===== config.mk =====
export PLATFORM = sky130hd
export DESIGN_NAME = dmc_top
export DESIGN_NICKNAME = d
export VERILOG_FILES = /design/src/dmc_pkg.sv /design/src/dmc_deb_if.sv /design/src/dmc_debounce.sv /design/src/dmc_top.sv
export SDC_FILE = /design/constraint.sdc
export NUM_CORES = 1
export LEC_CHECK = 0
export BUFFER_PORTS_ARGS = -buffer_cell sky130_fd_sc_hd__buf_2
export CORE_MARGIN = 2
export CORE_UTILIZATION = 55
export CTS_CLUSTER_DIAMETER = 120
export DETAILED_ROUTE_END_ITERATION = 8
export PLACE_DENSITY = 0.74
export SYNTH_ARGS = -nofsm -noshare
export SYNTH_HDL_FRONTEND = slang
export SYNTH_SLANG_ARGS = --single-unit

===== constraint.sdc =====
create_clock -name mclk -period 3.85 [get_ports mclk]
set_clock_uncertainty 0.1 [all_clocks]
set_input_delay 0.1925 -clock mclk [delete_from_list [all_inputs] [get_ports mclk]]
set_output_delay 0.1925 -clock mclk [all_outputs]
set_load 0.05 [all_outputs]

===== src/dmc_pkg.sv =====
// Constants and types for the damping mode controller
`default_nettype none
package dmc_pkg;
  localparam int unsigned CLK_HZ       = 10_000_000;
  localparam int unsigned TICK_MS      = 10;
  localparam int unsigned TICK_CYC     = CLK_HZ / 1000 * TICK_MS;
  localparam int unsigned INIT_MS      = 3000;
  localparam int unsigned INIT_TICKS   = INIT_MS / TICK_MS;
  localparam int unsigned BLINK_MS     = 500;
  localparam int unsigned BLINK_TICKS  = BLINK_MS / TICK_MS;
  localparam int unsigned SNS_DEB_MS   = 1000;
  localparam int unsigned SNS_TICKS    = SNS_DEB_MS / TICK_MS;
  localparam int unsigned ACT_DEB_MS   = 500;
  localparam int unsigned ACT_TICKS    = ACT_DEB_MS / TICK_MS;
  localparam int unsigned HOLD_MS      = 2000;
  localparam int unsigned HOLD_TICKS   = HOLD_MS / TICK_MS;
  localparam logic [7:0]  SPD_HIGH_DEF = 8'h64;
  localparam logic [7:0]  SPD_MID_DEF  = 8'h3C;
  localparam logic [7:0]  SPD_LOW_DEF  = 8'h14;
  // APB register byte offsets
  localparam logic [7:0]  ADDR_CTRL    = 8'h00;
  localparam logic [7:0]  ADDR_STATUS  = 8'h04;
  localparam logic [7:0]  ADDR_FAULT   = 8'h08;
  localparam logic [7:0]  ADDR_SPDTHR  = 8'h0C;
  localparam logic [7:0]  ADDR_HOLD    = 8'h10;
  localparam logic [31:0] CTRL_RST     = 32'h0000_0000;
  localparam int unsigned NFAULT       = 6;
  typedef enum logic [1:0] {
    DMC_SOFT   = 2'b00,
    DMC_MEDIUM = 2'b01,
    DMC_HARD   = 2'b10
  } dmc_stiff_e;
  typedef enum logic [1:0] {
    DMC_OFF  = 2'b00,
    DMC_INIT = 2'b01,
    DMC_RUN  = 2'b10,
    DMC_STOP = 2'b11
  } dmc_state_e;
endpackage
`default_nettype wire


===== src/dmc_deb_if.sv =====
// Interface joining the controller to its debounce filters
`timescale 1ns/1ps
`default_nettype none
interface dmc_deb_if #(parameter int unsigned N = 6);
  logic [N-1:0] bad;
  logic [N-1:0] latch;
  logic [N-1:0] fault;
  logic         tick;
  logic         clr;
  modport ctl (output bad, output latch, output tick, output clr, input fault);
  modport deb (input bad, input latch, input tick, input clr, output fault);
endinterface
`default_nettype wire


===== src/dmc_debounce.sv =====
// Debounce filters setting and clearing fault flags
`timescale 1ns/1ps
`default_nettype none
module dmc_debounce
  import dmc_pkg::*;
#(
  parameter int unsigned N = NFAULT
) (
  input  wire logic mclk,
  input  wire logic reset,
  dmc_deb_if.deb    dif
);
  localparam int unsigned CW = 8;
  initial begin
    if (SNS_TICKS >= (1 << CW) || ACT_TICKS >= (1 << CW)) $error("debounce counter too narrow");
  end
  genvar g;
  generate
    for (g = 0; g < N; g++) begin : gen_ch
      localparam logic [CW-1:0] LIM = (g < 3) ? CW'(SNS_TICKS) : CW'(ACT_TICKS);
      logic [CW-1:0] cnt_r;
      logic          flt_r;
      logic          differ;
      assign differ = (dif.bad[g] != flt_r);
      // Count ticks while input disagrees with flag; restart on interruption
      always_ff @(posedge mclk) begin
        if (reset || dif.clr) begin
          cnt_r <= '0;
          flt_r <= 1'b0;
        end else if (!differ) begin
          cnt_r <= '0;
        end else if (dif.tick) begin
          if (cnt_r + 1'b1 >= LIM) begin
            cnt_r <= '0;
            // Latched channels never clear on their own
            flt_r <= dif.latch[g] ? (flt_r | dif.bad[g]) : dif.bad[g];
          end else begin
            cnt_r <= cnt_r + 1'b1;
          end
        end
      end
      assign dif.fault[g] = flt_r;
    end
  endgenerate
endmodule
`default_nettype wire


===== src/dmc_top.sv =====
// Damping mode controller with APB registers
//
// Decided for this implementation: the register offsets and the APB interface to the registers.
`timescale 1ns/1ps
`default_nettype none
module dmc_top
  import dmc_pkg::*;
(
  input  wire logic        mclk,
  input  wire logic        reset,
  input  wire logic        psel,
  input  wire logic        penable,
  input  wire logic        pwrite,
  input  wire logic [7:0]  paddr,
  input  wire logic [31:0] pwdata,
  output logic      [31:0] prdata,
  output logic             pready,
  output logic             pslverr,
  input  wire logic        ignition_switch,
  input  wire logic        sport_mode,
  input  wire logic        brake,
  input  wire logic        vert_ok,
  input  wire logic        lat_ok,
  input  wire logic        axle_ok,
  input  wire logic        vert_active,
  input  wire logic        lat_active,
  input  wire logic        axle_active,
  input  wire logic [7:0]  speed,
  input  wire logic        front_supply_bad,
  input  wire logic        rear_detect_bad,
  input  wire logic        cpu_fault,
  output logic      [1:0]  stiffness,
  output logic             warn_lamp
);
  // Three-stage synchronisers for pin inputs
  localparam int unsigned NS = 11;
  logic [NS-1:0] pin_in;
  logic [NS-1:0] s1_r;
  logic [NS-1:0] s2_r;
  logic [NS-1:0] s3_r;
  logic [NS-1:0] pin_r;
  assign pin_in = {ignition_switch, sport_mode, brake, vert_ok, lat_ok, axle_ok,
                   vert_active, lat_active, axle_active, front_supply_bad, rear_detect_bad};
  always_ff @(posedge mclk) begin
    if (reset) begin
      s1_r  <= '0;
      s2_r  <= '0;
      s3_r  <= '0;
      pin_r <= '0;
    end else begin
      s1_r  <= pin_in;
      s2_r  <= s1_r;
      s3_r  <= s2_r;
      pin_r <= (s2_r & s3_r) | (pin_r & (s2_r | s3_r)); // agree before change
    end
  end
  logic key_on;
  logic sport;
  logic brk;
  logic v_ok;
  logic l_ok;
  logic a_ok;
  logic v_act;
  logic l_act;
  logic a_act;
  logic f_bad;
  logic r_bad;
  assign {key_on, sport, brk, v_ok, l_ok, a_ok, v_act, l_act, a_act, f_bad, r_bad} = pin_r;

  // Speed bus passes three stages; a value is used once the second and third agree
  logic [7:0] spd1_r;
  logic [7:0] spd2_r;
  logic [7:0] spd3_r;
  logic [7:0] spd_r;
  always_ff @(posedge mclk) begin
    if (reset) begin
      spd1_r <= 8'h00;
      spd2_r <= 8'h00;
      spd3_r <= 8'h00;
      spd_r  <= 8'h00;
    end else begin
      spd1_r <= speed;
      spd2_r <= spd1_r;
      spd3_r <= spd2_r;
      if (spd2_r == spd3_r) spd_r <= spd3_r; // no half-settled word reaches the logic
    end
  end

  // Internal malfunction has its own synchroniser
  logic cpu1_r;
  logic cpu2_r;
  logic cpu3_r;
  always_ff @(posedge mclk) begin
    if (reset) begin
      cpu1_r <= 1'b0;
      cpu2_r <= 1'b0;
      cpu3_r <= 1'b0;
    end else begin
      cpu1_r <= cpu_fault;
      cpu2_r <= cpu1_r;
      cpu3_r <= cpu2_r;
    end
  end

  // Periodic tick divider
  localparam int unsigned TW = $clog2(TICK_CYC);
  logic [TW-1:0] div_r;
  logic          tick;
  assign tick = (div_r == TW'(TICK_CYC - 1));
  always_ff @(posedge mclk) begin
    if (reset || tick) div_r <= '0;
    else div_r <= div_r + 1'b1;
  end

  // Ignition edge detection
  logic key_d_r;
  logic key_rise;
  always_ff @(posedge mclk) begin
    if (reset) key_d_r <= 1'b0;
    else key_d_r <= key_on;
  end
  assign key_rise = key_on & ~key_d_r;

  // Registers written by software
  logic [31:0] ctrl_r;
  logic [7:0]  thr_hi_r;
  logic [7:0]  thr_mid_r;
  logic [7:0]  thr_lo_r;
  logic [15:0] hold_r;

  // Fault debounce channels
  dmc_deb_if #(.N(NFAULT)) dif ();
  logic [NFAULT-1:0] fault;
  logic              ecu_fault_r;
  dmc_state_e        st_r;
  dmc_stiff_e        stiff_r;
  assign dif.bad   = {1'b0,
                      r_bad & (st_r != DMC_RUN || stiff_r == DMC_SOFT),
                      f_bad,
                      ~a_ok, ~l_ok, ~v_ok};
  assign dif.latch = 6'b111000;
  assign dif.tick  = tick;
  assign dif.clr   = key_rise;
  dmc_debounce #(.N(NFAULT)) u_deb (
    .mclk  (mclk),
    .reset (reset),
    .dif   (dif)
  );
  // Internal fault only cleared by reset
  always_ff @(posedge mclk) begin
    if (reset) ecu_fault_r <= 1'b0;
    else if (cpu3_r && cpu2_r) ecu_fault_r <= 1'b1;
  end
  assign fault = {ecu_fault_r, dif.fault[4:0]};
  logic any_fault;
  logic hard_stop;
  assign any_fault = |fault;
  assign hard_stop = |fault[5:3];

  // Requests from the control functions
  logic spd_hi;
  logic spd_mid;
  logic spd_lo;
  logic req_ride;
  logic req_bounce;
  logic req_roll;
  logic req_dive;
  logic req_hard;
  logic req_med;
  assign spd_hi     = spd_r >= thr_hi_r;
  assign spd_mid    = spd_r >= thr_mid_r;
  assign spd_lo     = spd_r >= thr_lo_r;
  assign req_ride   = ~fault[0] & ~fault[2] & (v_act | a_act);
  assign req_bounce = ~fault[0] & v_act & spd_mid;
  assign req_roll   = ~fault[1] & l_act & spd_lo;
  assign req_dive   = brk & spd_lo;
  assign req_hard   = req_roll | req_dive | req_bounce | spd_hi;
  assign req_med    = req_ride | spd_mid | sport;

  // Priority pick: hard, then medium, else soft
  dmc_stiff_e target;
  assign target = req_hard ? DMC_HARD : (req_med ? DMC_MEDIUM : DMC_SOFT);

  // Sequencer state and init timer
  logic [15:0] tmr_r;
  logic [15:0] hold_cnt_r;
  dmc_state_e  st_nxt;
  always_comb begin
    st_nxt = st_r;
    case (st_r)
      DMC_OFF:  if (key_rise) st_nxt = DMC_INIT;
      DMC_INIT: if (tick && tmr_r >= 16'(INIT_TICKS - 1)) st_nxt = hard_stop ? DMC_STOP : DMC_RUN;
      DMC_RUN:  if (hard_stop) st_nxt = DMC_STOP;
      DMC_STOP: st_nxt = DMC_STOP;
      default:  st_nxt = DMC_OFF;
    endcase
    if (!key_on) st_nxt = ecu_fault_r ? DMC_STOP : DMC_OFF;
    else if (key_rise && !ecu_fault_r) st_nxt = DMC_INIT;
  end
  always_ff @(posedge mclk) begin
    if (reset) st_r <= DMC_OFF;
    else st_r <= st_nxt;
  end
  always_ff @(posedge mclk) begin
    if (reset || st_nxt != st_r) tmr_r <= '0;
    else if (tick) tmr_r <= tmr_r + 1'b1;
  end

  // Stiffness command with hold in DMC_RUN when leaving hard for medium or soft
  dmc_stiff_e prev_r;
  dmc_stiff_e stiff_nxt;
  always_comb begin
    stiff_nxt = stiff_r;
    case (st_nxt)
      DMC_INIT: stiff_nxt = DMC_HARD;
      DMC_RUN: begin
        if (target == DMC_HARD || stiff_r != DMC_HARD) stiff_nxt = target;
        else if (tick && hold_cnt_r + 1'b1 >= hold_r) stiff_nxt = target;
      end
      DMC_STOP: if (st_r == DMC_RUN && (fault[3] || fault[4])) stiff_nxt = prev_r;
      default: stiff_nxt = stiff_r;
    endcase
  end
  always_ff @(posedge mclk) begin
    if (reset) begin
      stiff_r <= DMC_HARD;
      prev_r  <= DMC_HARD;
    end else begin
      stiff_r <= stiff_nxt;
      if (stiff_nxt != stiff_r) prev_r <= stiff_r;
    end
  end
  // Hold counter restarts whenever hard is requested again
  always_ff @(posedge mclk) begin
    if (reset || stiff_r != DMC_HARD || target == DMC_HARD) hold_cnt_r <= '0;
    else if (tick) hold_cnt_r <= hold_cnt_r + 1'b1;
  end
  assign stiffness = stiff_r;

  // Lamp: lit during init, blinks on fault while ignition is on
  logic [7:0] blink_r;
  logic       blink_ph_r;
  always_ff @(posedge mclk) begin
    if (reset || !any_fault) begin
      blink_r    <= '0;
      blink_ph_r <= 1'b1;
    end else if (tick) begin
      if (blink_r >= 8'(BLINK_TICKS - 1)) begin
        blink_r    <= '0;
        blink_ph_r <= ~blink_ph_r;
      end else begin
        blink_r <= blink_r + 1'b1;
      end
    end
  end
  always_ff @(posedge mclk) begin
    if (reset) warn_lamp <= 1'b0;
    else if (any_fault && key_on) warn_lamp <= blink_ph_r;
    else warn_lamp <= (st_r == DMC_INIT);
  end

  // APB slave, zero wait states
  logic wr_en;
  logic rd_en;
  logic hit;
  assign pready  = 1'b1;
  assign hit     = paddr == ADDR_CTRL || paddr == ADDR_STATUS || paddr == ADDR_FAULT ||
                   paddr == ADDR_SPDTHR || paddr == ADDR_HOLD;
  assign pslverr = psel & penable & ~hit;
  assign wr_en   = psel & penable & pwrite & hit;
  assign rd_en   = psel & ~penable & ~pwrite;
  always_ff @(posedge mclk) begin
    if (reset) begin
      ctrl_r    <= CTRL_RST;
      thr_hi_r  <= SPD_HIGH_DEF;
      thr_mid_r <= SPD_MID_DEF;
      thr_lo_r  <= SPD_LOW_DEF;
      hold_r    <= 16'(HOLD_TICKS);
    end else if (wr_en) begin
      case (paddr)
        ADDR_CTRL:   ctrl_r <= pwdata;
        ADDR_SPDTHR: {thr_hi_r, thr_mid_r, thr_lo_r} <= pwdata[23:0];
        ADDR_HOLD:   hold_r <= (pwdata[15:0] == 16'h0000) ? 16'h0001 : pwdata[15:0];
        default:     ctrl_r <= ctrl_r;
      endcase
    end
  end
  // Read data registered in the setup phase
  always_ff @(posedge mclk) begin
    if (reset) prdata <= 32'h0000_0000;
    else if (rd_en) begin
      case (paddr)
        ADDR_CTRL:   prdata <= ctrl_r;
        ADDR_STATUS: prdata <= {24'h000000, sport, key_on, st_r, warn_lamp, 1'b0, stiff_r};
        ADDR_FAULT:  prdata <= {26'h0000000, fault};
        ADDR_SPDTHR: prdata <= {8'h00, thr_hi_r, thr_mid_r, thr_lo_r};
        ADDR_HOLD:   prdata <= {16'h0000, hold_r};
        default:     prdata <= 32'h0000_0000;
      endcase
    end
  end
endmodule
`default_nettype wire


==> key figures, run 1 <==
Outcome
  – Status: finished clean

Yosys
  – Post-synth top area cell: dfxtp_1
  – Distinct cells, synth: 76
  – Syn_area_per_cell: 8.51 um2
  – Synth Cell Area: 13100 um2
  – Register area share after synthesis: 44.9%
  – Ys async rst share: 0%
  – EDFF count, synth: 0
  – FF+latch count, synth: 295
  – Mapped Cells: 1545
  – Synth Flop Type: dfxtp_1
  – Synth Warn #: 0
  – Largest cells by area after synthesis: dfxtp_1 (45%), nand2_1 (6.7%), ha_1 (5.5%)
  – Area fraction of the dominant cell type after synthesis: 44.9%
  – Post-Syn Nets: 1668

Drt
  – Vias per inst: 5.48
  – Total Routed Length: 31200 um
  – # DRC: 0
  – DRT antenna net count: 0
  – DR WL/cell: 15.4 um
  – DRT iter0 DRCs: 884
  – Drt pass-1 iters: 5
  – Vias after detailed routing: 11100

Clocking
  – Clk_lat worst skew: 0.56 ns
  – Clock Sink Count: 295
  – Clock-pin slew on the worst setup and hold paths: 0.06 ns
  – Clk root buf: clkbuf_16
  – Total CTS buffers: 31
  – Max Root-Sink Buffers: 3
  – CTS tree: yes
  – CTS H-tree depth: 1

Worst setup path
  – Critical Path RT: 4.21 ns
  – Critical Path Sink Type: flip-flop
  – Crit-path max FO: 4
  – Startpoint Class: flip-flop
  – CP Data Arrival Time: 4.09 ns
  – Crit Path Category: flip-flop to flip-flop

Placed design
  – DP HPWL: 20600 um
  – Dpl cell area: 13900 um2
  – Placed cells: 1912
  – Routability cong.: 0.877
  – I/O Buffers: 100

Timing
  – Worst-Margin Slew: 1.06 ns
  – Slew Limit Fails: 0
  – Final hold slack: 0.0409 ns
  – Fin Setup TNS: 0 ns
  – Final worst path period share: 97.0%
  – Fin crit period: 3.73 ns
  – Final hold vios: 0
  – Setup-failing EPs final: 0
  – Max_slew headroom: 29.5%
  – Fmax achieved: 268 MHz

Floorplan
  – DIE HEIGHT: 159 um
  – Initial Utilization: 56.0%
  – Core area: 23500 um2
  – Die area: 25200 um2
  – Die Span X: 159 um
  – Ports: 102
  – Core Rows: 56

Pwr
  – Gate power share: 4.8%
  – Reg power frac: 47.9%
  – Pwr dens: 416 nW/um2
  – Switching Fraction: 22.1%
  – Sw power: 1.43 mW
  – Pint: 5.07 mW
  – Worst IR drop on VDD: 0.000366 V
  – Clock power share: 47.3%
  – Leakage: 6.21 nW

Final layout
  – Register area: 5910 um2
  – Share of layout cells above drive strength 1: 12.9%
  – Fin nets: 1805
  – Commonest cells after routing, fill and taps aside: dfxtp_1 (291), nand2_1 (234), nor2_1 (160), a21oi_1 (131), buf_2 (99)
  – Area growth, synth to finish: 19.0%
  – Final instance area: 15600 um2
  – Final core utilization: 66.7%
  – Fill count: 1896
  – Most common cell after layout, fill and taps aside: dfxtp_1
  – # diodes: 0
  – Final cell count without fillers: 2024
  – Multi-input logic area: 6840 um2

Global routing
  – Tot GR Track Use: 24.3%
  – Total grt overflow: 0
  – Vias in the first global route: 10300
  – Met1 Track Usage GR: 33.0%
  – Met3 Use GR: 3.67%
  – Initial antenna violation count: 0
  – Pin count of the biggest net entering global routing: 106
  – Busiest grt layer: met2
  – GRT met2 Usage: 40.2%
  – First-pass GRT wire length: 50100 um

Run
  – Max cap viols: 0

Min path
  – Hold Crit Class: primary input to flip-flop
## area by class of cell
cell class	count	share of cell area (%)
flip-flops and latches	295	37.8
clock inverters	12	0.976
clock buffers	44	5.85
well taps	319	2.55
inverters	55	1.32
repair buffers	176	7.83
multi-input cells	1123	43.7
## flip-flops by register name (all words and copies together), names as in the netlist, 11 cells and up
register,flops
tmr_r,16
hold_cnt_r,16
s1_r,11
ctrl_r,32
div_r,17
s3_r,11
prdata,32
u_deb.gen_ch.cnt_r,40
pin_r,11
hold_r,16
s2_r,11
## routing by layer
layer  up-vias  part of all wire, %
li1       5552                    -
met1      5158                   46
met2       313                   45
met3        64                  6.3
met4         0                  2.6
met5         -                    0
## metrics by stage
stage          total power [mW]  setup WS [ns]
2_1_floorplan              3.35          0.314
3_3_place_gp               3.45          0.124
3_5_place_dp               3.45        -0.0234
4_1_cts                    6.54         0.0143
5_1_grt                    6.70        -0.0765
6_report                   6.50          0.117
## power by group through the flow
stage                     clock network [mW]  registers [mW]  logic, mW
after floorplan                            0            3.22      0.134
after global placement                     0            3.18      0.265
after detailed placement                   0            3.18      0.267
after CTS                               3.11            3.12      0.310
after global routing                    3.24            3.12      0.341
final                                   3.07            3.11      0.315
## cells by family after synthesis
logic type	count (synthesis)	synth area share, %
AO/OA/AOI/OAI	265	12.4
XOR/XNOR	96	6.40
adder cells (fa/ha/maj)	60	5.67
buffers and inverters	127	3.74
flip-flops	295	44.9
multiplexers	30	2.68
other	1	0.0285
AND/OR/NAND/NOR	671	24.1
## worst paths after layout
kind | startpoint | endpoint | slack (ns) | depth (start not counted)
setup / recovery | hold_cnt_r[2] | prev_r[0] | 0.12 | 17
hold / removal | reset | s1_r[1] | 0.04 | 2
setup reg to reg | hold_cnt_r[2] | prev_r[0] | 0.12 | 17
hold reg to reg | s1_r[6] | s2_r[6] | 0.33 | 1
## Yosys cell counts (14+ instances only)
| master | count |
|---|---|
| nor2_1 | 165 |
| nand2_1 | 234 |
| nand3_1 | 45 |
| o21ai_0 | 32 |
| mux2i_1 | 15 |
| xor2_1 | 58 |
| nor3_1 | 40 |
| nand4_1 | 19 |
| a221oi_1 | 19 |
| nor2b_1 | 69 |
| xnor2_1 | 38 |
| and3_1 | 26 |
| nand3b_1 | 14 |
| a21oi_1 | 131 |
| dfxtp_1 | 295 |
| inv_1 | 54 |
| ha_1 | 58 |
| clkbuf_1 | 63 |
## worst max-delay path, stage by stage, from the launching register on
cell	delay (ns)
dfxtp_2	0.38
nand3_2	0.13
nor2_2	0.16
nand3_2	0.12
nor2_2	0.14
and3_4	0.21
xor2_1	0.07
ha_1	0.29
and4_4	0.22
o2111ai_1	0.12
a31o_1	0.22
a311oi_2	0.29
o211ai_1	0.14
buf_4	0.18
o22a_1	0.17
o211ai_1	0.27
a221oi_2	0.10
a2111oi_2	0.33
## what timing repair did
item,4_1_cts,5_1_grt
endpoints found under the setup margin,1,3
pin swaps,0,7
gates resized for setup,1,21
hold buffers,54,0
endpoints found under the hold margin,99,0
buffers inserted,0,2
(Power assumes the default switching activity.)
==> run 2: changes to the inputs <==
--- a/config.mk
+++ b/config.mk
@@ -5,6 +5,7 @@
 export SDC_FILE = /design/constraint.sdc
 export NUM_CORES = 1
 export LEC_CHECK = 0
+export ABC_AREA = 1
 export BUFFER_PORTS_ARGS = -buffer_cell sky130_fd_sc_hd__buf_2
 export CORE_MARGIN = 2
 export CORE_UTILIZATION = 55
==> constraint.sdc (replaced) <==
create_clock -name mclk -period 3.85 [get_ports mclk]
set_clock_uncertainty 0.1 [all_clocks]
set_input_delay 0.1925 -clock mclk [delete_from_list [all_inputs] [get_ports mclk]]
set_output_delay 0.1925 -clock mclk [all_outputs]
set_load 0.005 [all_outputs]
==> key figures, run 2 <==
Yosys
  – Synth Warn #: 0
  – Mapped Cells: 1746
  – Register area share after synthesis: 43.9%
  – Synth Flop Type: dfxtp_1
  – EDFF count, synth: 0
  – Post-Syn Nets: 1869
  – FF+latch count, synth: 295
  – Area fraction of the dominant cell type after synthesis: 43.9%
  – Distinct cells, synth: 55
  – Ys async rst share: 0%
  – Syn_area_per_cell: 7.70 um2
  – Commonest cells post-synth: dfxtp_1 (295), inv_1 (253), nand2_1 (238)
  – Post-synth top area cell: dfxtp_1
  – Synth Cell Area: 13400 um2
  – Count leader, synth: dfxtp_1
  – Largest cells by area after synthesis: dfxtp_1 (44%), inv_1 (7.1%), nand2_1 (6.6%)

Global routing
  – Pin count of the biggest net entering global routing: 98
  – Vias in the first global route: 11100
  – Met3 Use GR: 3.69%
  – GRT met2 Usage: 41.4%
  – First-pass GRT wire length: 51600 um
  – Met1 Track Usage GR: 30.5%
  – Total grt overflow: 0
  – Tot GR Track Use: 23.9%
  – Initial antenna violation count: 0
  – Busiest grt layer: met2

Final layout
  – Top flop regs: u_deb.gen_ch.cnt_r x40, ctrl_r x32, prdata x32
  – Share of layout cells above drive strength 1: 11.3%
  – Largest reg by FF count: u_deb.gen_ch.cnt_r
  – Max FFs per register: 40
  – Most common cell after layout, fill and taps aside: dfxtp_1
  – Fin nets: 2002
  – Final instance area: 15700 um2
  – # diodes: 0
  – Commonest cells after routing, fill and taps aside: dfxtp_1 (293), inv_1 (252), nand2_1 (236), nor2_1 (229), a21oi_1 (150)
  – Area growth, synth to finish: 17.0%

Clocking
  – Total CTS buffers: 30
  – Clock Sink Count: 295
  – Max Root-Sink Buffers: 3
  – CTS H-tree depth: 1
  – CTS tree: yes
  – Clk root buf: clkbuf_16
  – Clock-pin slew on the worst setup and hold paths: 0.06 ns
  – Clk_lat worst skew: 0.57 ns

Drt
  – # DRC: 0
  – DRT antenna net count: 0
  – DRT iter0 DRCs: 654
  – Vias after detailed routing: 11600
  – Total Routed Length: 30900 um
  – Drt pass-1 iters: 5
  – DR WL/cell: 13.9 um
  – Vias per inst: 5.21

Worst setup path
  – R2R Setup Slk: 0.29 ns
  – Critical Path Sink Type: flip-flop
  – Worst R2R Start: hold_cnt_r[0]
  – Critical Path RT: 4.15 ns
  – Crit path launch: hold_cnt_r[0]
  – R2R depth: 25
  – Startpoint Class: flip-flop
  – Worst R2R End: prev_r[1]
  – Crit path to: prev_r[1]
  – Crit-path max FO: 5
  – CP Data Arrival Time: 3.86 ns
  – Crit Path Category: flip-flop to flip-flop

Timing
  – Final WS setup: 0.292 ns
  – Fin crit period: 3.56 ns
  – Setup-failing EPs final: 0
  – Final hold vios: 0
  – Slew Limit Fails: 0
  – Worst-Margin Slew: 0.999 ns
  – Final worst path period share: 92.4%
  – Fmax achieved: 281 MHz
  – Max_slew headroom: 33.4%

Min path
  – Hold Crit Class: primary input to flip-flop

Outcome
  – Status: finished clean

Pwr
  – Leakage: 6.60 nW
  – Clock power share: 45.9%
  – Worst IR drop on VDD: 0.000408 V
  – Reg power frac: 48.8%
  – Sw power: 1.41 mW
  – Pint: 5.01 mW
  – Power, Total: 6.43 mW
  – Switching Fraction: 22.0%
  – Pwr dens: 409 nW/um2
  – Gate power share: 5.3%

Floorplan
  – Initial Utilization: 55.6%
  – Core Rows: 57
  – Die Span X: 160 um
  – Ports: 102
  – Die area: 25700 um2
  – DIE HEIGHT: 160 um
  – Core area: 24200 um2

Placed design
  – I/O Buffers: 100
  – Dpl cell area: 14100 um2
  – DP HPWL: 20700 um
  – Post-place setup slack: 0.267 ns
  – Routability cong.: 0.870

Run
  – Max cap viols: 0
-- run 2: critical path: stages (launching register included) --
cell and delay [ns]:
dfxtp_4 0.36, ha_2 0.20, nand3_2 0.11, nor3_2 0.23, nand3_2 0.14, nor3_4 0.22, nand3_2 0.13, nor3_4 0.22
xor2_1 0.21, ha_1 0.26, nand2_1 0.06, inv_1 0.05, nand3_1 0.09, a21oi_1 0.05, nor2_1 0.11, nand3_1 0.10
nand2_2 0.08, nand2_1 0.07, nand2_1 0.07, nand2_2 0.08, nand3_1 0.09, nand2_1 0.06, nand2_2 0.08, nand3_1 0.11
nand2_1 0.08, nand3_1 0.06
-- run 2: power by group through the flow --
stage	sequential (mW)	combinational, mW	clock, mW
finish	3.14	0.337	2.95
global route	3.14	0.383	3.12
CTS	3.14	0.335	2.99
detailed placement	3.20	0.290	0
global placement	3.20	0.281	0
floorplan	3.19	0.189	0
-- run 2: how the worst min path moves through the flow --
stage / startpoint / endpoint / cells past startpoint
final: paddr[2] / prdata[5] / 5
after floorplan: cpu_fault / cpu1_r / 2
after CTS: paddr[2] / prdata[5] / 5
after global routing: paddr[3] / prdata[3] / 4
after global placement: spd1_r[0] / spd2_r[0] / 2
after detailed placement: spd1_r[0] / spd2_r[0] / 2
-- run 2: area by class of cell --
| cell class | instances | area [um2] |
|---|---|---|
| timing repair buffer | 164 | 1120 |
| clock inverter | 10 | 165 |
| tap | 324 | 405 |
| fill | 2040 | 8460 |
| inverter | 265 | 995 |
| clock buffer | 38 | 831 |
| sequential | 295 | 5910 |
| multi-input combinational | 1123 | 6290 |
-- run 2: logic make-up after synthesis --
group	Yosys count	share of synthesized area, %
and+or+nand+nor	643	21.8
other	1	0.0279
muxes	1	0.0838
xor gates and xnor gates	64	4.17
DFF	295	43.9
buffers and inverters	328	9.51
AOI/OAI and AO/OA	356	15.0
adders and majority gates	58	5.40
-- run 2: metal layers --
metal | wire (um) | share of wire [%] | vias up
li1 | - | - | 5933
met1 | 13700 | 44 | 5278
met2 | 14600 | 47 | 280
met3 | 1720 | 5.6 | 78
met4 | 887 | 2.9 | 0
met5 | 0 | 0 | -
-- run 2: stage by stage --
step / TNS [ns] / cells / hold slack (ns) / utilization [%]
6_report: 0 / 2219 / 0.115 / 65.0
4_1_cts: 0 / 2217 / 0.0925 / 64.8
3_3_place_gp: 0 / 2116 / 0.288 / 58.5
3_5_place_dp: 0 / 2116 / 0.292 / 58.5
2_1_floorplan: 0 / 1746 / 0.199 / -
5_1_grt: -0.0305 / 2219 / 0.121 / 65.0
-- run 2: what timing repair did --
item | in CTS | in global routing
buffers inserted | 0 | 2
gates resized for setup | 0 | 11
hold buffers | 53 | 0
endpoints found under the hold margin | 95 | 0
endpoints found under the setup margin | 0 | 2
